--- config.mk ---
export PLATFORM = sky130hd
export DESIGN_NAME = vsb_ctrl
export DESIGN_NICKNAME = d
export VERILOG_FILES = /design/src/logic/vsb_pkg.sv /design/src/logic/vsb_ctrl.sv /design/src/logic/vsb_sync.sv
export SDC_FILE = /design/constraint.sdc
export NUM_CORES = 1
export LEC_CHECK = 0
export BUFFER_PORTS_ARGS = -buffer_cell sky130_fd_sc_hd__buf_4
export CAP_MARGIN = 30
export CORE_ASPECT_RATIO = 1.1
export CORE_UTILIZATION = 45
export CTS_BUF_LIST = sky130_fd_sc_hd__clkbuf_8
export DETAILED_ROUTE_END_ITERATION = 16
export HOLD_SLACK_MARGIN = 0.1
export PLACE_DENSITY = 0.64
export SLEW_MARGIN = 20
export SYNTH_ARGS = -nofsm -noshare
export SYNTH_HDL_FRONTEND = slang
export SYNTH_SLANG_ARGS = --single-unit
--- constraint.sdc ---
create_clock -name clk -period 14.2 [get_ports clk]
set_input_delay 3.55 -clock clk [delete_from_list [all_inputs] [get_ports clk]]
set_output_delay 3.55 -clock clk [all_outputs]
set_load 0.03 [all_outputs]
--- src/logic/vsb_pkg.sv ---
// Package with parameter indexes, process data layout, codes and timing for the suction and blowoff control
// Functional notes
// - Command code 0xA5 written to the system command index starts a sensor zero calibration.
// - Zero offset accepted only within three percent of full scale; otherwise flag an error.
// - Suction mode comes from the process data bit, or from profile zero in discrete mode.
// - Control-mode bit one selects continuous suction at a demanded pump speed.
// - Discrete continuous suction uses the speed parameter; motor stands still below sixteen percent.
// - Setpoint byte is power in percent; above 100 gives full power.
// - Setpoint byte zero means use the speed stored in the active profile.
// - Regulation targets process byte one on the link, else the profile zero setpoint.
// - Part-present output sets at threshold, clears below threshold minus hysteresis.
// - Three blowoff modes: external level, internal timed, external triggered timed.
// - External mode vents exactly while the blowoff input is asserted.
// - Internal timed mode blows for the programmed duration whenever suction ends.
// - Blowoff beats suction; the blowoff input still starts blowoff in internal mode.
// - Triggered timed mode: input edge starts a fixed blowoff; holding does not extend.
// - Discrete mode: manual-guide output sets after both buttons held over one second.
// - Polarity switches are readable; the manual-guide output is always sourcing.
// - A freedrive request is only accepted without errors and outside threshold adjustment.
// - Link mode: valid two-button press sets the freedrive-desired flag only.
// - Host grant bit starts freedrive indication and the freedrive-activated confirmation.
// - Half a second with no button pressed leaves freedrive and drops the guide output.
// - Lock bit five ignores button presses and blocks any freedrive request.
package vsb_pkg;

  localparam logic [15:0] IDX_SYSTEM_COMMAND  = 16'h0002;
  localparam logic [15:0] IDX_BLOWOFF_MODE    = 16'h0045;
  localparam logic [15:0] IDX_IO_POLARITY     = 16'h0049;
  localparam logic [15:0] IDX_SUCTION_MODE    = 16'h004e;
  localparam logic [15:0] IDX_EXT_LOCKS       = 16'h005a;
  localparam logic [15:0] IDX_REG_SETPOINT    = 16'h0064;
  localparam logic [15:0] IDX_PUMP_SPEED      = 16'h0065;
  localparam logic [15:0] IDX_PP_THRESHOLD    = 16'h0066;
  localparam logic [15:0] IDX_PP_HYSTERESIS   = 16'h0067;
  localparam logic [15:0] IDX_BLOWOFF_TIME    = 16'h006a;
  localparam logic [15:0] IDX_ZERO_OFFSET     = 16'h0068;

  localparam logic [7:0]  CMD_ZERO_ADJUST     = 8'ha5;

  localparam int          LOCK_FREEDRIVE_BIT  = 5;
  localparam int          ZERO_LIMIT_PERCENT  = 3;
  localparam logic [7:0]  PERCENT_FULL        = 8'h64;
  localparam logic [7:0]  MOTOR_MIN_PERCENT   = 8'h10;

  localparam logic [7:0]  RST_BLOWOFF_MODE    = 8'h00;
  localparam logic [7:0]  RST_SUCTION_MODE    = 8'h00;
  localparam logic [15:0] RST_REG_SETPOINT    = 16'h0258;
  localparam logic [7:0]  RST_PUMP_SPEED      = 8'h64;
  localparam logic [15:0] RST_PP_THRESHOLD    = 16'h0190;
  localparam logic [15:0] RST_PP_HYSTERESIS   = 16'h0032;
  localparam logic [15:0] RST_BLOWOFF_TIME    = 16'h00c8;
  localparam logic [7:0]  RST_EXT_LOCKS       = 8'h00;

  localparam int          CLK_HZ              = 10_000_000;
  localparam int          HOLD_TIME_MS        = 1000;
  localparam int          RELEASE_TIME_MS     = 500;
  localparam int          BLOWOFF_UNIT_MS     = 1;
  localparam int          HOLD_CYCLES         = CLK_HZ / 1000 * HOLD_TIME_MS;
  localparam int          RELEASE_CYCLES      = CLK_HZ / 1000 * RELEASE_TIME_MS;
  localparam int          BLOWOFF_UNIT_CYCLES = CLK_HZ / 1000 * BLOWOFF_UNIT_MS;

  typedef enum logic [1:0] {
    BLOW_EXTERNAL,
    BLOW_INTERNAL_TIMED,
    BLOW_EXTERNAL_TIMED
  } vsb_blow_mode_t;

  typedef struct packed {
    logic       freedrive_grant;
    logic       control_mode;
    logic       blowoff;
    logic       suction;
    logic [7:0] setpoint_ctrl;
    logic [7:0] regulation_setpoint;
  } vsb_pd_out_t;

  typedef struct packed {
    logic freedrive_active;
    logic freedrive_desired;
    logic part_present;
    logic zero_cal_error;
  } vsb_pd_in_t;

  typedef struct packed {
    logic        wr;
    logic        rd;
    logic [15:0] index;
    logic [15:0] wdata;
  } vsb_par_req_t;

endpackage

--- src/logic/vsb_ctrl.sv ---
// Suction mode, blowoff, part-present and freedrive sequencing of the vacuum gripper
`timescale 1ns/1ps
module vsb_ctrl
  import vsb_pkg::*;
#(
  parameter int          HOLD_CNT     = HOLD_CYCLES,
  parameter int          RELEASE_CNT  = RELEASE_CYCLES,
  parameter int          BLOW_UNIT    = BLOWOFF_UNIT_CYCLES,
  parameter logic [15:0] FULL_SCALE   = 16'h03e8
) (
  input  wire logic         clk,
  input  wire logic         rst,
  input  wire logic         io_link_mode,
  input  wire logic         suction_request_input,
  input  wire logic         blowoff_request_input,
  input  wire logic         button_left,
  input  wire logic         button_right,
  input  wire logic         polarity_switch_inputs,
  input  wire logic         polarity_switch_output,
  input  wire logic [15:0]  vacuum_raw,
  input  wire logic         device_error,
  input  wire logic         threshold_adjust_active,
  input  wire vsb_pd_out_t  pd_out,
  input  wire vsb_par_req_t par_req,
  output vsb_pd_in_t        pd_in,
  output logic [15:0]       par_rdata,
  output logic              par_rvalid,
  output logic              part_present_output,
  output logic              manual_guide_output,
  output logic              manual_guide_sourcing,
  output logic              pump_run,
  output logic              regulate_mode,
  output logic [7:0]        pump_power_percent,
  output logic [15:0]       regulation_target,
  output logic [15:0]       vacuum_corrected,
  output logic              blowoff_valve,
  output logic              freedrive_indicator
);

  typedef enum logic [1:0] {
    FD_IDLE,
    FD_REQUESTED,
    FD_ACTIVE
  } vsb_fd_state_t;

  localparam int CNT_W = $clog2((HOLD_CNT > RELEASE_CNT ? HOLD_CNT : RELEASE_CNT) + 1);
  localparam int UNIT_W = $clog2(BLOW_UNIT + 1);

  initial begin
    if (HOLD_CNT < 1 || RELEASE_CNT < 1 || BLOW_UNIT < 1) begin
      $error("vsb_ctrl: time counts must be at least one cycle");
    end
  end

  logic [7:0]    blowoff_mode_select_ff;
  logic [7:0]    suction_mode_select_ff;
  logic [15:0]   regulation_setpoint_value_ff;
  logic [7:0]    pump_speed_percent_ff;
  logic [15:0]   part_present_threshold_ff;
  logic [15:0]   part_present_hysteresis_ff;
  logic [15:0]   blowoff_duration_ff;
  logic [7:0]    ext_locks_ff;
  logic [15:0]   zero_offset_ff;
  logic          zero_error_ff;
  logic [3:0]    pins_sync;
  logic [1:0]    pol_sync;
  logic          suction_req;
  logic          blowoff_req;
  logic          blowoff_req_d_ff;
  logic          suction_d_ff;
  logic          suction_active;
  logic          timed_blow;
  logic [15:0]   blow_ms_ff;
  logic [UNIT_W-1:0] blow_unit_ff;
  logic          part_present_ff;
  vsb_fd_state_t fd_state_ff;
  vsb_fd_state_t nxt_fd_state;
  logic [CNT_W-1:0] hold_cnt_ff;
  logic [CNT_W-1:0] rel_cnt_ff;
  logic          both_pressed;
  logic          any_pressed;
  logic          fd_allowed;
  logic          cont_mode;
  logic [7:0]    power_pct;

  function automatic logic [7:0] clamp_percent(input logic [7:0] value);
    clamp_percent = (value > PERCENT_FULL) ? PERCENT_FULL : value;
  endfunction

  function automatic logic [15:0] abs16(input logic [15:0] value);
    abs16 = value[15] ? 16'(-value) : value;
  endfunction

  // Pin inputs come from outside the clock domain
  vsb_sync #(
    .WIDTH (4)
  ) u_pin_sync (
    .clk   (clk),
    .rst   (rst),
    .pin   ({button_right, button_left, blowoff_request_input, suction_request_input}),
    .level (pins_sync)
  );

  vsb_sync #(
    .WIDTH (2)
  ) u_pol_sync (
    .clk   (clk),
    .rst   (rst),
    .pin   ({polarity_switch_output, polarity_switch_inputs}),
    .level (pol_sync)
  );

  // Parameter writes from the acyclic channel
  always_ff @(posedge clk or posedge rst) begin
    if (rst) begin
      blowoff_mode_select_ff       <= RST_BLOWOFF_MODE;
      suction_mode_select_ff       <= RST_SUCTION_MODE;
      regulation_setpoint_value_ff <= RST_REG_SETPOINT;
      pump_speed_percent_ff        <= RST_PUMP_SPEED;
      part_present_threshold_ff    <= RST_PP_THRESHOLD;
      part_present_hysteresis_ff   <= RST_PP_HYSTERESIS;
      blowoff_duration_ff          <= RST_BLOWOFF_TIME;
      ext_locks_ff                 <= RST_EXT_LOCKS;
    end else if (par_req.wr) begin
      case (par_req.index)
        IDX_BLOWOFF_MODE: begin
          if (par_req.wdata[7:0] <= 8'(BLOW_EXTERNAL_TIMED)) begin
            blowoff_mode_select_ff <= par_req.wdata[7:0];
          end
        end
        IDX_SUCTION_MODE:  suction_mode_select_ff       <= par_req.wdata[7:0];
        IDX_REG_SETPOINT:  regulation_setpoint_value_ff <= par_req.wdata;
        IDX_PUMP_SPEED:    pump_speed_percent_ff        <= par_req.wdata[7:0];
        IDX_PP_THRESHOLD:  part_present_threshold_ff    <= par_req.wdata;
        IDX_PP_HYSTERESIS: part_present_hysteresis_ff   <= par_req.wdata;
        IDX_BLOWOFF_TIME:  blowoff_duration_ff          <= par_req.wdata;
        IDX_EXT_LOCKS:     ext_locks_ff                 <= par_req.wdata[7:0];
        default: begin
        end
      endcase
    end
  end

  // Zero calibration on command, offset kept only when within limit
  always_ff @(posedge clk or posedge rst) begin
    if (rst) begin
      zero_offset_ff <= 16'h0000;
      zero_error_ff  <= 1'b0;
    end else if (par_req.wr && par_req.index == IDX_SYSTEM_COMMAND && par_req.wdata[7:0] == CMD_ZERO_ADJUST) begin
      if (32'(abs16(vacuum_raw)) * 32'd100 <= 32'(FULL_SCALE) * 32'(ZERO_LIMIT_PERCENT)) begin
        zero_offset_ff <= vacuum_raw;
        zero_error_ff  <= 1'b0;
      end else begin
        zero_error_ff  <= 1'b1;
      end
    end
  end

  // Readback answered one cycle after the read strobe
  always_ff @(posedge clk or posedge rst) begin
    if (rst) begin
      par_rdata  <= 16'h0000;
      par_rvalid <= 1'b0;
    end else begin
      par_rvalid <= par_req.rd;
      if (par_req.rd) begin
        case (par_req.index)
          IDX_BLOWOFF_MODE:  par_rdata <= {8'h00, blowoff_mode_select_ff};
          IDX_IO_POLARITY:   par_rdata <= {14'h0000, pol_sync};
          IDX_SUCTION_MODE:  par_rdata <= {8'h00, suction_mode_select_ff};
          IDX_REG_SETPOINT:  par_rdata <= regulation_setpoint_value_ff;
          IDX_PUMP_SPEED:    par_rdata <= {8'h00, pump_speed_percent_ff};
          IDX_PP_THRESHOLD:  par_rdata <= part_present_threshold_ff;
          IDX_PP_HYSTERESIS: par_rdata <= part_present_hysteresis_ff;
          IDX_BLOWOFF_TIME:  par_rdata <= blowoff_duration_ff;
          IDX_EXT_LOCKS:     par_rdata <= {8'h00, ext_locks_ff};
          IDX_ZERO_OFFSET:   par_rdata <= zero_offset_ff;
          default:           par_rdata <= 16'h0000;
        endcase
      end
    end
  end

  // Request sources: process data on the link, pins in discrete mode
  assign suction_req = io_link_mode ? pd_out.suction : pins_sync[0];
  assign blowoff_req = io_link_mode ? pd_out.blowoff : pins_sync[1];

  always_ff @(posedge clk or posedge rst) begin
    if (rst) begin
      blowoff_req_d_ff <= 1'b0;
      suction_d_ff     <= 1'b0;
    end else begin
      blowoff_req_d_ff <= blowoff_req;
      suction_d_ff     <= suction_active;
    end
  end

  // Timed blowoff counter in whole milliseconds
  always_ff @(posedge clk or posedge rst) begin
    if (rst) begin
      blow_ms_ff   <= 16'h0000;
      blow_unit_ff <= '0;
    end else if ((blowoff_mode_select_ff == 8'(BLOW_INTERNAL_TIMED) && suction_d_ff && !suction_active) ||
                 (blowoff_mode_select_ff == 8'(BLOW_EXTERNAL_TIMED) && blowoff_req && !blowoff_req_d_ff)) begin
      blow_ms_ff   <= blowoff_duration_ff;
      blow_unit_ff <= UNIT_W'(BLOW_UNIT - 1);
    end else if (blow_ms_ff != 16'h0000) begin
      if (blow_unit_ff == '0) begin
        blow_ms_ff   <= blow_ms_ff - 16'h0001;
        blow_unit_ff <= UNIT_W'(BLOW_UNIT - 1);
      end else begin
        blow_unit_ff <= blow_unit_ff - 1'b1;
      end
    end
  end

  assign timed_blow = (blow_ms_ff != 16'h0000);

  always_comb begin
    case (blowoff_mode_select_ff)
      8'(BLOW_EXTERNAL):       blowoff_valve = blowoff_req;
      8'(BLOW_INTERNAL_TIMED): blowoff_valve = timed_blow || blowoff_req;
      8'(BLOW_EXTERNAL_TIMED): blowoff_valve = timed_blow;
      default:                 blowoff_valve = 1'b0;
    endcase
  end

  // Blowoff always wins over suction
  assign suction_active = suction_req && !blowoff_valve;

  // Mode and pump power selection
  assign cont_mode = io_link_mode ? pd_out.control_mode : suction_mode_select_ff[0];

  always_comb begin
    if (io_link_mode) begin
      if (pd_out.setpoint_ctrl == 8'h00) begin
        power_pct = clamp_percent(pump_speed_percent_ff);
      end else begin
        power_pct = clamp_percent(pd_out.setpoint_ctrl);
      end
    end else begin
      power_pct = clamp_percent(pump_speed_percent_ff);
    end
  end

  always_ff @(posedge clk or posedge rst) begin
    if (rst) begin
      pump_run           <= 1'b0;
      regulate_mode      <= 1'b0;
      pump_power_percent <= 8'h00;
      regulation_target  <= 16'h0000;
    end else begin
      regulate_mode      <= suction_active && !cont_mode;
      pump_run           <= suction_active && (!cont_mode || power_pct >= MOTOR_MIN_PERCENT);
      pump_power_percent <= (suction_active && cont_mode) ? power_pct : 8'h00;
      regulation_target  <= io_link_mode ? {8'h00, pd_out.regulation_setpoint}
                                         : regulation_setpoint_value_ff;
    end
  end

  // Part present with hysteresis on the zero-corrected vacuum
  always_ff @(posedge clk or posedge rst) begin
    if (rst) begin
      vacuum_corrected <= 16'h0000;
      part_present_ff  <= 1'b0;
    end else begin
      vacuum_corrected <= vacuum_raw - zero_offset_ff;
      if (vacuum_corrected >= part_present_threshold_ff) begin
        part_present_ff <= 1'b1;
      end else if ({1'b0, vacuum_corrected} + {1'b0, part_present_hysteresis_ff} <
                   {1'b0, part_present_threshold_ff}) begin
        part_present_ff <= 1'b0;
      end
    end
  end

  assign part_present_output = part_present_ff && !io_link_mode;

  // Button timing for the freedrive request
  assign both_pressed = pins_sync[2] && pins_sync[3] && !ext_locks_ff[LOCK_FREEDRIVE_BIT];
  assign any_pressed  = pins_sync[2] || pins_sync[3];
  assign fd_allowed   = !device_error && !threshold_adjust_active && !ext_locks_ff[LOCK_FREEDRIVE_BIT];

  always_ff @(posedge clk or posedge rst) begin
    if (rst) begin
      hold_cnt_ff <= '0;
      rel_cnt_ff  <= '0;
    end else begin
      if (!both_pressed) begin
        hold_cnt_ff <= '0;
      end else if (hold_cnt_ff != CNT_W'(HOLD_CNT)) begin
        hold_cnt_ff <= hold_cnt_ff + 1'b1;
      end
      if (any_pressed || fd_state_ff == FD_IDLE) begin
        rel_cnt_ff <= '0;
      end else if (rel_cnt_ff != CNT_W'(RELEASE_CNT)) begin
        rel_cnt_ff <= rel_cnt_ff + 1'b1;
      end
    end
  end

  always_comb begin
    nxt_fd_state = fd_state_ff;
    case (fd_state_ff)
      FD_IDLE: begin
        if (fd_allowed && hold_cnt_ff == CNT_W'(HOLD_CNT)) begin
          nxt_fd_state = io_link_mode ? FD_REQUESTED : FD_ACTIVE;
        end
      end
      FD_REQUESTED: begin
        if (rel_cnt_ff == CNT_W'(RELEASE_CNT)) begin
          nxt_fd_state = FD_IDLE;
        end else if (pd_out.freedrive_grant) begin
          nxt_fd_state = FD_ACTIVE;
        end
      end
      FD_ACTIVE: begin
        if (rel_cnt_ff == CNT_W'(RELEASE_CNT)) begin
          nxt_fd_state = FD_IDLE;
        end
      end
      default: nxt_fd_state = FD_IDLE;
    endcase
  end

  always_ff @(posedge clk or posedge rst) begin
    if (rst) begin
      fd_state_ff <= FD_IDLE;
    end else begin
      fd_state_ff <= nxt_fd_state;
    end
  end

  always_ff @(posedge clk or posedge rst) begin
    if (rst) begin
      manual_guide_output <= 1'b0;
      freedrive_indicator <= 1'b0;
      pd_in               <= '0;
    end else begin
      manual_guide_output       <= (nxt_fd_state == FD_ACTIVE) && !io_link_mode;
      freedrive_indicator       <= (nxt_fd_state == FD_ACTIVE);
      pd_in.freedrive_desired   <= (nxt_fd_state != FD_IDLE) && io_link_mode;
      pd_in.freedrive_active    <= (nxt_fd_state == FD_ACTIVE) && io_link_mode;
      pd_in.part_present        <= part_present_ff;
      pd_in.zero_cal_error      <= zero_error_ff;
    end
  end

  // Guide output stage is fixed sourcing whatever the switches say
  assign manual_guide_sourcing = 1'b1;

endmodule

--- src/logic/vsb_sync.sv ---
// Three-stage pin synchroniser that takes a new level once the second and third stages agree
`timescale 1ns/1ps
module vsb_sync
  import vsb_pkg::*;
#(
  parameter int WIDTH = 1
) (
  input  wire logic             clk,
  input  wire logic             rst,
  input  wire logic [WIDTH-1:0] pin,
  output logic      [WIDTH-1:0] level
);

  logic [WIDTH-1:0] s1_ff;
  logic [WIDTH-1:0] s2_ff;
  logic [WIDTH-1:0] s3_ff;

  initial begin
    if (WIDTH < 1) begin
      $error("vsb_sync: WIDTH must be at least 1");
    end
  end

  always_ff @(posedge clk or posedge rst) begin
    if (rst) begin
      s1_ff <= '0;
      s2_ff <= '0;
      s3_ff <= '0;
    end else begin
      s1_ff <= pin;
      s2_ff <= s1_ff;
      s3_ff <= s2_ff;
    end
  end

  // Output follows only bits whose last two stages agree
  always_ff @(posedge clk or posedge rst) begin
    if (rst) begin
      level <= '0;
    end else begin
      level <= (s3_ff & ~(s2_ff ^ s3_ff)) | (level & (s2_ff ^ s3_ff));
    end
  end

endmodule

Yosys cells after proc, flatten, opt, wreduce, memory -nomap -nowiden
Cells that the tools add are included.
Widths: inputs -> output; s select.
- register bits after elaboration: 285
- word-level logic and storage cells: 169
- $add $sub $neg: 7
- multipliers: 1
- magnitude comparators: 7
- equal/unequal tests: 22
- mux-type cells: 31
- bitwise logic cells: 10
- reduce and logical (&&, ||, !) cells: 52
- operators by type and width (cell ; count):
    $eq 16x7->1 const B ; 10
    $pmux 16 s10 ; 1
    $mux 24 ; 4
    $mux 16 ; 5
    $add 24x1->24 const B ; 2
    $mux 14 ; 3
    $mux 8 ; 5
    $eq 24x23->1 const B ; 1
    $eq 24x24->1 const B ; 1
    $ne 24x23->1 const B ; 1
    $ne 24x24->1 const B ; 1
    $le 23x12->1 const B ; 1
    $mul 16x5->21 const B ; 1
    $logic_and 1x1->1 ; 19
    $reduce_and 2->1 ; 9
    $add 16x16->17 ; 1
    $lt 17x16->1 ; 1
    $eq 16x2->1 const B ; 1
    $ge 16x16->1 ; 1
    $gt 8x7->1 const B ; 2
    $logic_not 8->1 ; 2
    $neg 16->16 ; 1
    $reduce_bool 16->1 ; 1
    $sub 16x1->16 const B ; 1
    other kinds (28) ; 55

Longest topological paths before layout
Gate-level depths: netlist of run 1.
- depth in word-level cells: 10
- gate-level depth with buffers: 22

By module
A second synthesis of run 1 with hierarchy kept.
- cells, all modules: 1575
- area total of the unflattened synthesis: 16407.0 um2
- modules (own cells, without submodules) (module ; instances ; cells an instance ; area each (um2) ; seq. area each (um2)):
    vsb_ctrl ; 1 ; 1543 ; 15731.3 ; 6551.3
    vsb_sync (u_pin_sync) ; 1 ; 21 ; 449.2 ; 400.4
    vsb_sync (u_pol_sync) ; 1 ; 11 ; 226.5 ; 200.2

Worst setup path after synthesis of run 1
Ideal clock, no wire load.
- path type: input to register
- start point: input vacuum_raw[1]
- end point: register zero_offset_ff[0]
- arrival time: 8678 ps
- data required time: 14075 ps
- path slack: 5397 ps
- stages: 22
- path through: inv_1 -> ha_1 -> nand2_1 -> nor3_1 -> nand2b_1 -> xor2_1 -> inv_1 -> ha_1 -> ha_1 -> inv_1 -> fa_1 -> inv_1 -> ha_1 -> o21a_1 -> or2_2 -> o211a_1 -> o311a_1 -> nor4_1 -> o221ai_1 -> nor4_2 -> buf_2 -> mux2_2
- longest elaborated chain between the ends: 5
- ends and longest elaborated chain (element ; line ; text):
    start: declaration ; vsb_ctrl.sv:20 ; input wire logic [15:0] vacuum_raw,
    $neg 16->16 ; vsb_ctrl.sv:91 ; abs16 = value[15] ? 16'(-value) : value;
    $mux 16 * ; vsb_ctrl.sv:91 ;
    $mul 16x5->21 * ; vsb_ctrl.sv:150 ; if (32'(abs16(vacuum_raw)) * 32'd100 <= 32'(FULL_SCALE) * 32'(ZERO_LIMIT_PERCENT)) begin
    $le 23x12->1 * ; vsb_ctrl.sv:150 ;
    $reduce_and 2->1 (no line) * ; -- ;
    end signal: assignment ; vsb_ctrl.sv:151 ; zero_offset_ff <= vacuum_raw;
    end: declaration ; vsb_ctrl.sv:63 ; logic [15:0] zero_offset_ff;
Mark *: on every way between the ends. The rest lies on a longest branch, timed or not.
A chain may end at the register's enable or synchronous reset.

Worst setup path in the final report of run 1
- start point: input vacuum_raw[1]
- end point: register zero_offset_ff[13]
Same word-level chain as after synthesis.

==> impl_metrics.csv, run 1 <==
group,metric,value,unit
outcome,run_status,"finished, final reports clean",
clocking,tritoncts.num_buffers,49,
floorplanning,fp.dieArea,36950,µm²
global_route,groute.usage.overall,22.71,%
global_route,grt_pass1_vias,12770,
synth,synth-warning-count,0,
synth,netlist_instances,1565,
clocking,total_of_cells_resized_after_clock_tree_synthesis,0,
detailed_routing,avgViaCountPerCell,5.617,
detailed_routing,wl_met2,19420,µm
critical_path,cp_data_arrival_time,8.99,ns
finish,filler_cell_count,3217,
global_route,grt_overflow,0,
clocking,number_of_sinks_driven_by_the_clock_tree,285,
detailed_routing,detailedRoute.firstIterationViolations,893,
finish,multi_input_comb_area,8596,µm²
power,fin_total_pwr,2.237,mW
critical_path,timing_worst_setup_path_type,"in -> reg",
sta,fmax,0.1176,GHz
clocking,cts_tree,"yes",
detailed_routing,number_of_nets_with_antenna_violations_after_routing,0,
sta,fin_worst_skew,0.04490,ns
clocking,worst_skew_pair.late_latency,0.64,ns
synth,netlist_area,16280,µm²
critical_path,crit_start_category,"input pin",
global_route,grt_first_pass_wirelength,66590,µm
clocking,cts.reportedPaths.clkPinSlew,0.06,ns
synth,post-synth-top-area-fraction,41.34,%
synth,synth_cell_type_count,75,
global_route,grt_start_max_net_pins,155,
synth,net_count_after_synthesis,1779,
run,drv.max_cap_violation_count,0,
floorplanning,die_w,183.4,µm
sta,timing.slew.headroom,36.99,%
sta,final_critical_period,8.504,ns
sta,report.final.hold_viol_count,0,
detailed_routing,highest-signal-layer,"met4",
detailed_routing,wl_met3,1912,µm
power,power.density_cell_area,117.5,nW/µm²
clocking,clock-root-buffer,"sky130_fd_sc_hd__clkbuf_8",
clocking,ctsHtreeMaxLevel,2,
detailed_routing,route.detailed.drc,0,
sta,final.setup.tns,0,ns
finish,layout-drive-gt1-share,23.16,%
synth,synth_edf_count,0,
synth,avgSynthCellArea,10.41,µm²
clocking,post_cts_hold_buffer_count,0,
floorplanning,vert_die_dim,201.5,µm
critical_path,critical_path_required,14.69,ns
synth,synth_most_common_cell,"sky130_fd_sc_hd__dfrtp_1",
finish,diodes,0,
sta,timing_worst_slew_pin_value,0.9445,ns
floorplanning,core_area,35400,µm²
synth,synth-seq-area-share,43.92,%
clocking,cts-root-to-sink-buffers,3,
detailed_routing,first_pass_iters,7,
sta,post_route_clock_period_utilization,59.89,%
floorplanning,fp-row-count,72,
synth,postSynthRegisterBits,285,
detailed_routing,drt_wl_total,40970,µm
sta,timing.final.max_slew_violations,0,
floorplanning,io_pins,149,
floorplanning,initial_core_util,46.00,%
place,place_hpwl,29980,µm
worst_hold_path,holdCritPathClass,"reg -> reg",
detailed_routing,routed_wire_length_per_instance,18.20,µm
clocking,cts_post_setup_buffers_inserted,0,
global_route,initial_antenna_violation_count,0,
finish,areaGrowthSynthToFinish,16.95,%
synth,ys_async_sr_fraction,100.0,%
finish,sequential_cell_area,7152,µm²
power,vdd_ir_drop_max,0.0001335,V
synth,synth.top_cells.by_area,"sky130_fd_sc_hd__dfrtp_1 41%, sky130_fd_sc_hd__mux2_2 9.5%, sky130_fd_sc_hd__ha_1 9.4%",
place,port_buffers,147,
sta,grt_setup_unrepaired,"no",
critical_path,cp_max_fo,17,
detailed_routing,routedLengthMet1,18300,µm
synth,synth_area_leader_cell,"sky130_fd_sc_hd__dfrtp_1",
power,leakage,8.909,nW
place,place_congestion,0.8780,
sta,setup-violations-final,0,
finish,final_net_count,1943,
detailed_routing,route.vias.total,12640,
synth,synth_commonest_cells,"269 x sky130_fd_sc_hd__dfrtp_1, 138 x sky130_fd_sc_hd__mux2_2, 132 x sky130_fd_sc_hd__nor2_1",
critical_path,critPathCaptureType,"flip-flop",
synth,ys.flop_type,"sky130_fd_sc_hd__dfrtp_1",
[routing by layer]
metal  global-route usage (%)  vias to the layer above
met5                        0                        -
met3                    3.946                       84
li1                         -                     6002
met1                    29.86                     6222
met4                    9.226                        0
met2                    37.00                      336
[final cells by class]
cell class | instances | share of cell area [%]
clock buffers | 61 | 4.408
clock inverters | 31 | 1.209
inverters | 102 | 2.050
multi-input cells | 1132 | 45.14
flip-flops and latches | 285 | 37.55
well taps | 481 | 3.160
repair buffers | 159 | 6.484
[kinds of logic (layout without fill, tap and decap cells)]
| group | count (synthesis) | in the layout | synth area share [%] |
|---|---|---|---|
| other | 2 | 2 | 0.04612 |
| multiplexers | 143 | 143 | 9.927 |
| XOR/XNOR | 91 | 91 | 4.894 |
| adder cells (fa/ha/maj) | 139 | 139 | 11.09 |
| AO/OA/AOI/OAI | 300 | 300 | 12.40 |
| buffers and inverters | 148 | 353 | 3.458 |
| flip-flops | 285 | 285 | 43.92 |
| AND/OR/NAND/NOR | 457 | 457 | 14.26 |
[power by group]
| group | leakage [nW] | switching [mW] | internal, mW |
|---|---|---|---|
| sequential | 3.75 | 0.0525 | 0.860 |
| clock | 0.616 | 0.357 | 0.447 |
| combinational | 4.54 | 0.294 | 0.227 |
| total | 8.91 | 0.703 | 1.53 |
[cells in the final DEF, fill, tap and decap left out, types with 6 or more instances in the layout]
cell / count
sky130_fd_sc_hd__ha_1: 122
sky130_fd_sc_hd__xnor2_1: 61
sky130_fd_sc_hd__maj3_1: 6
sky130_fd_sc_hd__o211ai_1: 6
sky130_fd_sc_hd__or3_1: 28
sky130_fd_sc_hd__nor2b_1: 26
sky130_fd_sc_hd__nor3_1: 49
sky130_fd_sc_hd__a21oi_1: 69
sky130_fd_sc_hd__or2_2: 6
sky130_fd_sc_hd__nor4_1: 16
sky130_fd_sc_hd__a21o_1: 26
sky130_fd_sc_hd__and3_1: 11
sky130_fd_sc_hd__nand2b_1: 14
sky130_fd_sc_hd__and4_1: 9
sky130_fd_sc_hd__dfrtp_1: 269
sky130_fd_sc_hd__o21a_1: 14
sky130_fd_sc_hd__o2111ai_1: 7
sky130_fd_sc_hd__nor2_1: 132
sky130_fd_sc_hd__nor4b_1: 6
sky130_fd_sc_hd__clkinv_2: 10
sky130_fd_sc_hd__clkbuf_8: 61
sky130_fd_sc_hd__buf_4: 154
sky130_fd_sc_hd__a31oi_1: 15
sky130_fd_sc_hd__a22oi_1: 25
sky130_fd_sc_hd__o22ai_1: 7
sky130_fd_sc_hd__nand3_1: 39
sky130_fd_sc_hd__o21ai_0: 54
sky130_fd_sc_hd__fa_1: 11
sky130_fd_sc_hd__dfstp_2: 16
sky130_fd_sc_hd__nand2_1: 79
sky130_fd_sc_hd__a222oi_1: 17
sky130_fd_sc_hd__mux2_2: 138
sky130_fd_sc_hd__inv_1: 116
sky130_fd_sc_hd__nand4_1: 16
sky130_fd_sc_hd__xor2_1: 30
sky130_fd_sc_hd__o31ai_1: 12
[final timing paths]
| kind | to | slack, ns | depth (start not counted) | startpoint |
|---|---|---|---|---|
| setup / recovery | zero_offset_ff[13]$_DFFE_PP0P_ | 5.70 | 23 | vacuum_raw[1] |
| hold / removal | u_pin_sync.s2_ff[1]$_DFF_PP0_ | 0.35 | 0 | u_pin_sync.s1_ff[1]$_DFF_PP0_ |
| setup reg to reg | part_present_ff$_DFFE_PP0P_ | 10.20 | 16 | vacuum_corrected[0]$_DFF_PP0_ |
| hold reg to reg | u_pin_sync.s2_ff[1]$_DFF_PP0_ | 0.35 | 0 | u_pin_sync.s1_ff[1]$_DFF_PP0_ |
| max in group asynchronous | u_pol_sync.s2_ff[0]$_DFF_PP0_ | 9.70 | 4 | rst |
| min in group asynchronous | regulation_target[12]$_DFF_PP0_ | 2.92 | 2 | rst |
[sequential cells by signal (all words and copies together) (netlist names), 8 cells and up, named ones only]
| signal | cells |
|---|---|
| blow_ms_ff | 16 |
| blow_unit_ff | 14 |
| blowoff_duration_ff | 16 |
| blowoff_mode_select_ff | 8 |
| ext_locks_ff | 8 |
| hold_cnt_ff | 24 |
| par_rdata | 16 |
| part_present_hysteresis_ff | 16 |
| part_present_threshold_ff | 16 |
| pump_power_percent | 8 |
| pump_speed_percent_ff | 8 |
| regulation_setpoint_value_ff | 16 |
| regulation_target | 16 |
| rel_cnt_ff | 24 |
| suction_mode_select_ff | 8 |
| vacuum_corrected | 16 |
| zero_offset_ff | 16 |
[metrics by stage]
stage / setup WS [ns] / instances / area (µm²) / utilization (%) / hold slack (ns)
after floorplan: 2.813 / 1565 / 16280 / - / 0.3312
after global placement: 5.283 / 2155 / 17920 / 50.60 / 0.3335
after detailed placement: 5.091 / 2156 / 17930 / 50.65 / 0.3347
after CTS: 5.714 / 2248 / 19000 / 53.67 / 0.3451
after global routing: 5.292 / 2251 / 19040 / 53.79 / 0.3633
final: 5.696 / 2251 / 19040 / 53.79 / 0.3462
[critical path, stage by stage]
cell	delay (ns)
sky130_fd_sc_hd__buf_4	0.13
sky130_fd_sc_hd__inv_1	0.15
sky130_fd_sc_hd__ha_1	0.20
sky130_fd_sc_hd__nand2_1	0.07
sky130_fd_sc_hd__nor3_1	0.28
sky130_fd_sc_hd__nand2b_1	0.17
sky130_fd_sc_hd__xor2_1	0.36
sky130_fd_sc_hd__inv_1	0.12
sky130_fd_sc_hd__ha_1	0.29
sky130_fd_sc_hd__ha_1	0.28
sky130_fd_sc_hd__inv_1	0.05
sky130_fd_sc_hd__fa_1	0.53
sky130_fd_sc_hd__inv_1	0.04
sky130_fd_sc_hd__ha_1	0.35
sky130_fd_sc_hd__o21a_1	0.14
sky130_fd_sc_hd__or2_2	0.29
sky130_fd_sc_hd__o211a_1	0.15
sky130_fd_sc_hd__o311a_1	0.35
sky130_fd_sc_hd__nor4_1	0.29
sky130_fd_sc_hd__o221ai_1	0.21
sky130_fd_sc_hd__nor4_4	0.30
sky130_fd_sc_hd__buf_4	0.31
sky130_fd_sc_hd__mux2_2	0.37
(Power assumes the default switching activity.)
==> run 2: changes to the inputs <==
==> constraint.sdc (replaced) <==
create_clock -name clk -period 8.7 [get_ports clk]
set_input_delay 2.175 -clock clk [delete_from_list [all_inputs] [get_ports clk]]
set_output_delay 2.175 -clock clk [all_outputs]
set_load 0.03 [all_outputs]
==> run 2 against run 1 <==
Worst hold slack better by 0.0030 ns; sequential share of layout area is 0.18 points higher; non-clock buffer count is 2 higher; count of clock-buffer cells in the layout up 1; via count up 0.17%; utilization decreased by 0.25 points; clock skew shrank 0.0093 ns; worst setup slack got worse by 4.5 ns; register-to-register slack worse by 5.6 ns; die area did not move; wire length up 0.13%; total power up 58%.
==> impl_metrics.csv, run 2 (synthesized netlist as in run 1, its figures left out) <==
group,metric,value,unit
critical_path,critPathCaptureType,"flip-flop",
place,place_area,17930,µm²
critical_path,path_buf_inv,6,
critical_path,cp_max_fo,9,
sta,fin_worst_skew,0.03559,ns
floorplanning,io_pins,149,
sta,report.final.hold_viol_count,0,
clocking,clock-root-buffer,"sky130_fd_sc_hd__clkbuf_8",
detailed_routing,routed_wire_length_per_instance,18.22,µm
run,drv.max_cap_violation_count,0,
floorplanning,fp-row-count,72,
sta,post_route_clock_period_utilization,85.71,%
global_route,grt_start_max_net_pins,139,
critical_path,timing_worst_setup_path_type,"in -> reg",
sta,timing.slew.headroom,35.18,%
finish,largest_registers,"hold_cnt_ff: 24 flops, rel_cnt_ff: 24 flops",
finish,layout-drive-gt1-share,22.77,%
clocking,cts-root-to-sink-buffers,3,
global_route,grt_overflow,0,
critical_path,kind_of_cell_adding_the_most_delay_to_the_critical_path,"simple AND/OR/NAND/NOR gates",
global_route,groute.usage.overall,22.75,%
place,place_hpwl,30460,µm
sta,final_critical_period,7.457,ns
finish,areaGrowthSynthToFinish,16.40,%
clocking,post_cts_hold_buffer_count,0,
clocking,cts_tree,"yes",
detailed_routing,wl_met3,2237,µm
detailed_routing,highest-signal-layer,"met4",
floorplanning,vert_die_dim,201.5,µm
global_route,grt_first_pass_wirelength,66690,µm
critical_path,critical_path.slowest_cell,"sky130_fd_sc_hd__nor4_4",
finish,final_design_area_no_fill,18950,µm²
clocking,number_of_sinks_driven_by_the_clock_tree,285,
clocking,total_of_cells_resized_after_clock_tree_synthesis,0,
global_route,initial_antenna_violation_count,0,
clocking,cts_post_setup_buffers_inserted,0,
sta,setup-violations-final,0,
detailed_routing,route.detailed.drc,0,
clocking,tritoncts.num_buffers,50,
floorplanning,die_w,183.4,µm
detailed_routing,detailedRoute.firstIterationViolations,941,
global_route,grt_pass1_vias,12730,
critical_path,cp_data_arrival_time,7.97,ns
power,leakage,8.882,nW
detailed_routing,wl_met2,19550,µm
detailed_routing,drt_wl_total,41020,µm
detailed_routing,number_of_nets_with_antenna_violations_after_routing,0,
finish,layout.cells.most_common_list,"269 x sky130_fd_sc_hd__dfrtp_1, 157 x sky130_fd_sc_hd__buf_4, 138 x sky130_fd_sc_hd__mux2_2, 132 x sky130_fd_sc_hd__nor2_1, 123 x sky130_fd_sc_hd__inv_1",
power,vdd_ir_drop_max,0.0001608,V
detailed_routing,avgViaCountPerCell,5.624,
clocking,worst_skew_pair.late_latency,0.63,ns
floorplanning,core_area,35400,µm²
detailed_routing,route.vias.total,12670,
place,place_congestion,0.8434,
clocking,cts.reportedPaths.clkPinSlew,0.06,ns
sta,final.setup.tns,0,ns
sta,timing.final.max_slew_violations,0,
clocking,ctsHtreeMaxLevel,2,
outcome,run_status,"finished, final reports clean",
sta,grt_setup_unrepaired,"no",
sta,timing.hold.ws,0.3492,ns
critical_path,critical_path_required,9.21,ns
place,port_buffers,147,
critical_path,crit_start_category,"input pin",
detailed_routing,first_pass_iters,5,
detailed_routing,routedLengthMet1,17860,µm
sta,timing_worst_slew_pin_value,0.9697,ns
critical_path,worstPathCellList,"buf_4, inv_1, ha_1, nand2_1, nor3_1, nand2b_1, xor2_1, inv_1, ha_1, ha_1, inv_1, fa_1, inv_1, ha_1, o21a_1, or2_2, o211a_1, o311a_1, nor4_1, o221ai_1, nor4_4, buf_4, mux2_2",
floorplanning,initial_core_util,46.00,%
power,power.density_cell_area,186.3,nW/µm²
floorplanning,fp.dieArea,36950,µm²
finish,layout.cells.most_common,"sky130_fd_sc_hd__dfrtp_1",
sta,fmax,0.1341,GHz
finish,final_net_count,1946,
critical_path,critical_path.max_stage_delay,0.69,ns
worst_hold_path,holdCritPathClass,"reg -> reg",
## run 2: final cells by class
type / instances / area, µm²
clock buffers: 62 / 853.3
multi-input cells: 1132 / 8596
fillers: 3200 / 16450
clock inverters: 28 / 120.1
inverters: 102 / 386.6
diodes: 1 / 2.502
flip-flops and latches: 285 / 7152
repair buffers: 161 / 1242
well taps: 481 / 601.8
## run 2: where the power goes
group	switching, mW	internal (mW)	leakage [nW]
Combinational	0.473	0.371	4.55
Clock	0.562	0.640	0.588
Sequential	0.0820	1.40	3.75
## run 2: per-layer routing
metal  global-route usage, %  vias up
met1                   29.80     6230
met5                       0        -
met3                   4.199       78
met4                   9.167        0
li1                        -     6011
met2                   37.05      346
## run 2: path summary, 6_finish.rpt
check | start | cells past startpoint | slack [ns] | endpoint
max | vacuum_raw[1] | 23 | 1.24 | zero_offset_ff[6]$_DFFE_PP0P_
min | u_pin_sync.s1_ff[1]$_DFF_PP0_ | 0 | 0.35 | u_pin_sync.s2_ff[1]$_DFF_PP0_
max reg2reg | vacuum_corrected[0]$_DFF_PP0_ | 16 | 4.62 | part_present_ff$_DFFE_PP0P_
min reg2reg | u_pin_sync.s1_ff[1]$_DFF_PP0_ | 0 | 0.35 | u_pin_sync.s2_ff[1]$_DFF_PP0_
max in group asynchronous | rst | 3 | 5.85 | part_present_hysteresis_ff[8]$_DFFE_PP0P_
min in group asynchronous | rst | 2 | 1.66 | blow_ms_ff[7]$_DFFE_PP0P_
## run 2: worst reg2reg max path, stage by stage (launching register included)
cell                        delay [ns]
sky130_fd_sc_hd__dfrtp_1          0.41
sky130_fd_sc_hd__ha_1             0.24
sky130_fd_sc_hd__fa_1             0.42
sky130_fd_sc_hd__a21o_1           0.19
sky130_fd_sc_hd__a21oi_1          0.24
sky130_fd_sc_hd__o21bai_1         0.12
sky130_fd_sc_hd__a31oi_1          0.30
sky130_fd_sc_hd__inv_1            0.07
sky130_fd_sc_hd__a21oi_1          0.18
sky130_fd_sc_hd__xnor2_1          0.14
sky130_fd_sc_hd__ha_1             0.25
sky130_fd_sc_hd__and3_1           0.20
sky130_fd_sc_hd__a2111oi_0        0.40
sky130_fd_sc_hd__o21ai_0          0.26
sky130_fd_sc_hd__a21oi_1          0.17
sky130_fd_sc_hd__o41ai_1          0.09
sky130_fd_sc_hd__a211o_1          0.29
## run 2: through the flow
step           cells  power (mW)  setup WS, ns  utilization (%)
2_1_floorplan   1565       2.121         1.272                -
6_report        2252       3.532         1.243            53.54
5_1_grt         2251       3.757        0.8692            53.53
3_5_place_dp    2158       2.350        0.6419            50.65
4_1_cts         2248       3.574         1.296            53.40
3_3_place_gp    2157       2.330        0.7205            50.64
==> run 3: changes to the inputs <==
--- a/config.mk
+++ b/config.mk
@@ -7,12 +7,14 @@
 export LEC_CHECK = 0
 export BUFFER_PORTS_ARGS = -buffer_cell sky130_fd_sc_hd__buf_4
 export CAP_MARGIN = 30
+export CELL_PAD_IN_SITES_DETAIL_PLACEMENT = 0
+export CELL_PAD_IN_SITES_GLOBAL_PLACEMENT = 1
 export CORE_ASPECT_RATIO = 1.1
 export CORE_UTILIZATION = 45
 export CTS_BUF_LIST = sky130_fd_sc_hd__clkbuf_8
 export DETAILED_ROUTE_END_ITERATION = 16
 export HOLD_SLACK_MARGIN = 0.1
-export PLACE_DENSITY = 0.64
+export PLACE_DENSITY = 0.78
 export SLEW_MARGIN = 20
 export SYNTH_ARGS = -nofsm -noshare
 export SYNTH_HDL_FRONTEND = slang
==> run 3 against run 2 <==
Worst hold slack worse by 0.0059 ns; non-clock buffer count up 1; largest cell class unchanged; clock power about the same; die area unchanged; sequential cell count unchanged; cell count up 0.18%; combinational power up 2%; worst setup slack better by 0.23 ns; sequential power about the same.
==> impl_metrics.csv, run 3 (synthesized netlist as in run 1, its figures left out) <==
group,metric,value,unit
outcome,run_status,"finished, final reports clean",
clocking,worst_skew_pair.late_latency,0.59,ns
sta,report.final.hold_viol_count,0,
global_route,initial_antenna_violation_count,1,
sta,post_route_clock_period_utilization,83.07,%
detailed_routing,detailedRoute.firstIterationViolations,745,
power,seq_power_share,41.9,%
sta,final_critical_period,7.227,ns
sta,final.setup.tns,0,ns
critical_path,timing_worst_setup_path_type,"in -> reg",
floorplanning,fp-row-count,72,
global_route,grt_pass1_vias,12510,
clocking,number_of_sinks_driven_by_the_clock_tree,285,
critical_path,crit_start_category,"input pin",
power,internal_power,2.412,mW
global_route,grt_overflow,0,
clocking,total_of_cells_resized_after_clock_tree_synthesis,0,
floorplanning,die_w,183.4,µm
power,power_frac_comb,24.1,%
detailed_routing,route.vias.total,12540,
sta,timing_worst_slew_pin_value,1.065,ns
floorplanning,fp.dieArea,36950,µm²
clocking,cts_post_setup_buffers_inserted,0,
finish,layout.cells.most_common_list,"269 x sky130_fd_sc_hd__dfrtp_1, 155 x sky130_fd_sc_hd__buf_4, 138 x sky130_fd_sc_hd__mux2_2, 132 x sky130_fd_sc_hd__nor2_1",
clocking,post_cts_hold_buffer_count,0,
finish,filler_cell_count,3196,
finish,sequential_cell_area,7152,µm²
floorplanning,core_area,35400,µm²
power,power.clock.fraction,34.1,%
finish,final_net_count,1947,
detailed_routing,first_pass_iters,6,
detailed_routing,drt_wl_total,40920,µm
clocking,tritoncts.num_buffers,50,
place,placed_cell_count,2158,
clocking,cts_tree,"yes",
finish,layout.cells.most_common,"sky130_fd_sc_hd__dfrtp_1",
sta,setup_ws,1.473,ns
sta,grt_setup_unrepaired,"no",
floorplanning,initial_core_util,46.00,%
sta,timing.final.max_slew_violations,0,
finish,largest_registers,"hold_cnt_ff: 24 flops, rel_cnt_ff: 24 flops",
sta,setup-violations-final,0,
global_route,groute.usage.overall,22.59,%
detailed_routing,avgViaCountPerCell,5.559,
finish,finish.cell_count_without_fillers,2256,
place,place_congestion,0.8400,
clocking,clock-root-buffer,"sky130_fd_sc_hd__clkbuf_8",
place,place_hpwl,30090,µm
sta,fmax,0.1384,GHz
finish,areaGrowthSynthToFinish,16.67,%
finish,diodes,0,
critical_path,cp_max_fo,17,
power,leakage,8.905,nW
power,swShare,32.15,%
finish,multi_input_comb_area,8596,µm²
place,port_buffers,147,
critical_path,cp_data_arrival_time,7.69,ns
critical_path,critPathCaptureType,"flip-flop",
detailed_routing,route.detailed.drc,0,
global_route,grt_first_pass_wirelength,66390,µm
detailed_routing,number_of_nets_with_antenna_violations_after_routing,0,
floorplanning,io_pins,149,
finish,layout-drive-gt1-share,23.04,%
sta,timing.slew.headroom,28.94,%
clocking,cts.reportedPaths.clkPinSlew,0.06,ns
place,place_worst_setup_slack,1.028,ns
power,vdd_ir_drop_max,0.0001260,V
floorplanning,vert_die_dim,201.5,µm
finish,post-route-util,53.66,%
power,total_switching_power,1.143,mW
sta,fin_worst_skew,0.02409,ns
clocking,ctsHtreeMaxLevel,2,
worst_hold_path,holdCritPathClass,"reg -> reg",
run,drv.max_cap_violation_count,0,
clocking,cts-root-to-sink-buffers,3,
critical_path,critical_path_required,9.16,ns
power,power.density_cell_area,187.1,nW/µm²
global_route,grt_start_max_net_pins,151,
detailed_routing,routed_wire_length_per_instance,18.14,µm
run 3: metrics by stage:
stage	instance area (µm²)	total power, mW	hold WS, ns
3_3_place_gp	17920	2.336	0.3322
4_1_cts	18920	3.582	0.3475
3_5_place_dp	17940	2.358	0.3347
6_report	19000	3.555	0.3433
5_1_grt	19000	3.768	0.3575
2_1_floorplan	16290	2.121	0.3312
run 3: critical path: stages:
cell and delay, ns:
sky130_fd_sc_hd__buf_4 0.13, sky130_fd_sc_hd__inv_1 0.14, sky130_fd_sc_hd__ha_1 0.19, sky130_fd_sc_hd__nand2_1 0.07, sky130_fd_sc_hd__nor3_1 0.31, sky130_fd_sc_hd__nand2b_1 0.18
sky130_fd_sc_hd__xor2_1 0.34, sky130_fd_sc_hd__inv_1 0.12, sky130_fd_sc_hd__ha_1 0.30, sky130_fd_sc_hd__ha_1 0.28, sky130_fd_sc_hd__inv_1 0.05, sky130_fd_sc_hd__fa_1 0.53
sky130_fd_sc_hd__inv_1 0.04, sky130_fd_sc_hd__ha_1 0.35, sky130_fd_sc_hd__o21a_1 0.14, sky130_fd_sc_hd__or2_2 0.30, sky130_fd_sc_hd__o211a_1 0.16, sky130_fd_sc_hd__o311a_1 0.35
sky130_fd_sc_hd__nor4_1 0.31, sky130_fd_sc_hd__o221ai_1 0.23, sky130_fd_sc_hd__nor4_4 0.31, sky130_fd_sc_hd__buf_4 0.30, sky130_fd_sc_hd__mux2_2 0.36
run 3: path summary, 6_finish.rpt:
| kind | start | endpoint | slack (ns) | cells past startpoint |
|---|---|---|---|---|
| min in group asynchronous | rst | rel_cnt_ff[10]$_DFFE_PP0P_ | 1.82 | 3 |
| worst min register to register | u_pin_sync.s1_ff[0]$_DFF_PP0_ | u_pin_sync.s2_ff[0]$_DFF_PP0_ | 0.34 | 0 |
| worst max register to register | vacuum_corrected[0]$_DFF_PP0_ | part_present_ff$_DFFE_PP0P_ | 4.70 | 16 |
| worst max-delay path | vacuum_raw[1] | zero_offset_ff[15]$_DFFE_PP0P_ | 1.47 | 23 |
| worst min-delay path | u_pin_sync.s1_ff[0]$_DFF_PP0_ | u_pin_sync.s2_ff[0]$_DFF_PP0_ | 0.34 | 0 |
| max in group asynchronous | rst | part_present_hysteresis_ff[4]$_DFFE_PP1P_ | 5.65 | 5 |
run 3: cell type report:
class                           count  area share [%]
Clock inverter                     37           1.067
Timing Repair Buffer              162           6.711
Tap cell                          481           3.168
Sequential cell                   285           37.64
Inverter                          102           2.035
Multi-Input combinational cell   1132           45.25
Clock buffer                       57           4.129
run 3: layer usage:
layer | part of all wire [%] | vias to the layer above | routed length [µm] | track usage (%)
met5 | 0 | - | 0 | 0.2667
met4 | 4.0 | 0 | 1620 | 9.643
met3 | 4.9 | 80 | 2019 | 3.566
met2 | 45 | 353 | 18560 | 35.58
met1 | 46 | 6100 | 18720 | 30.80
li1 | - | 6009 | - | -
run 3: power by group through the flow:
stage	clock (mW)	combinational (mW)	sequential (mW)
after floorplan	0	0.613	1.51
after global placement	0	0.830	1.51
after detailed placement	0	0.848	1.51
after CTS	1.24	0.851	1.49
after global routing	1.31	0.963	1.50
final	1.21	0.856	1.49
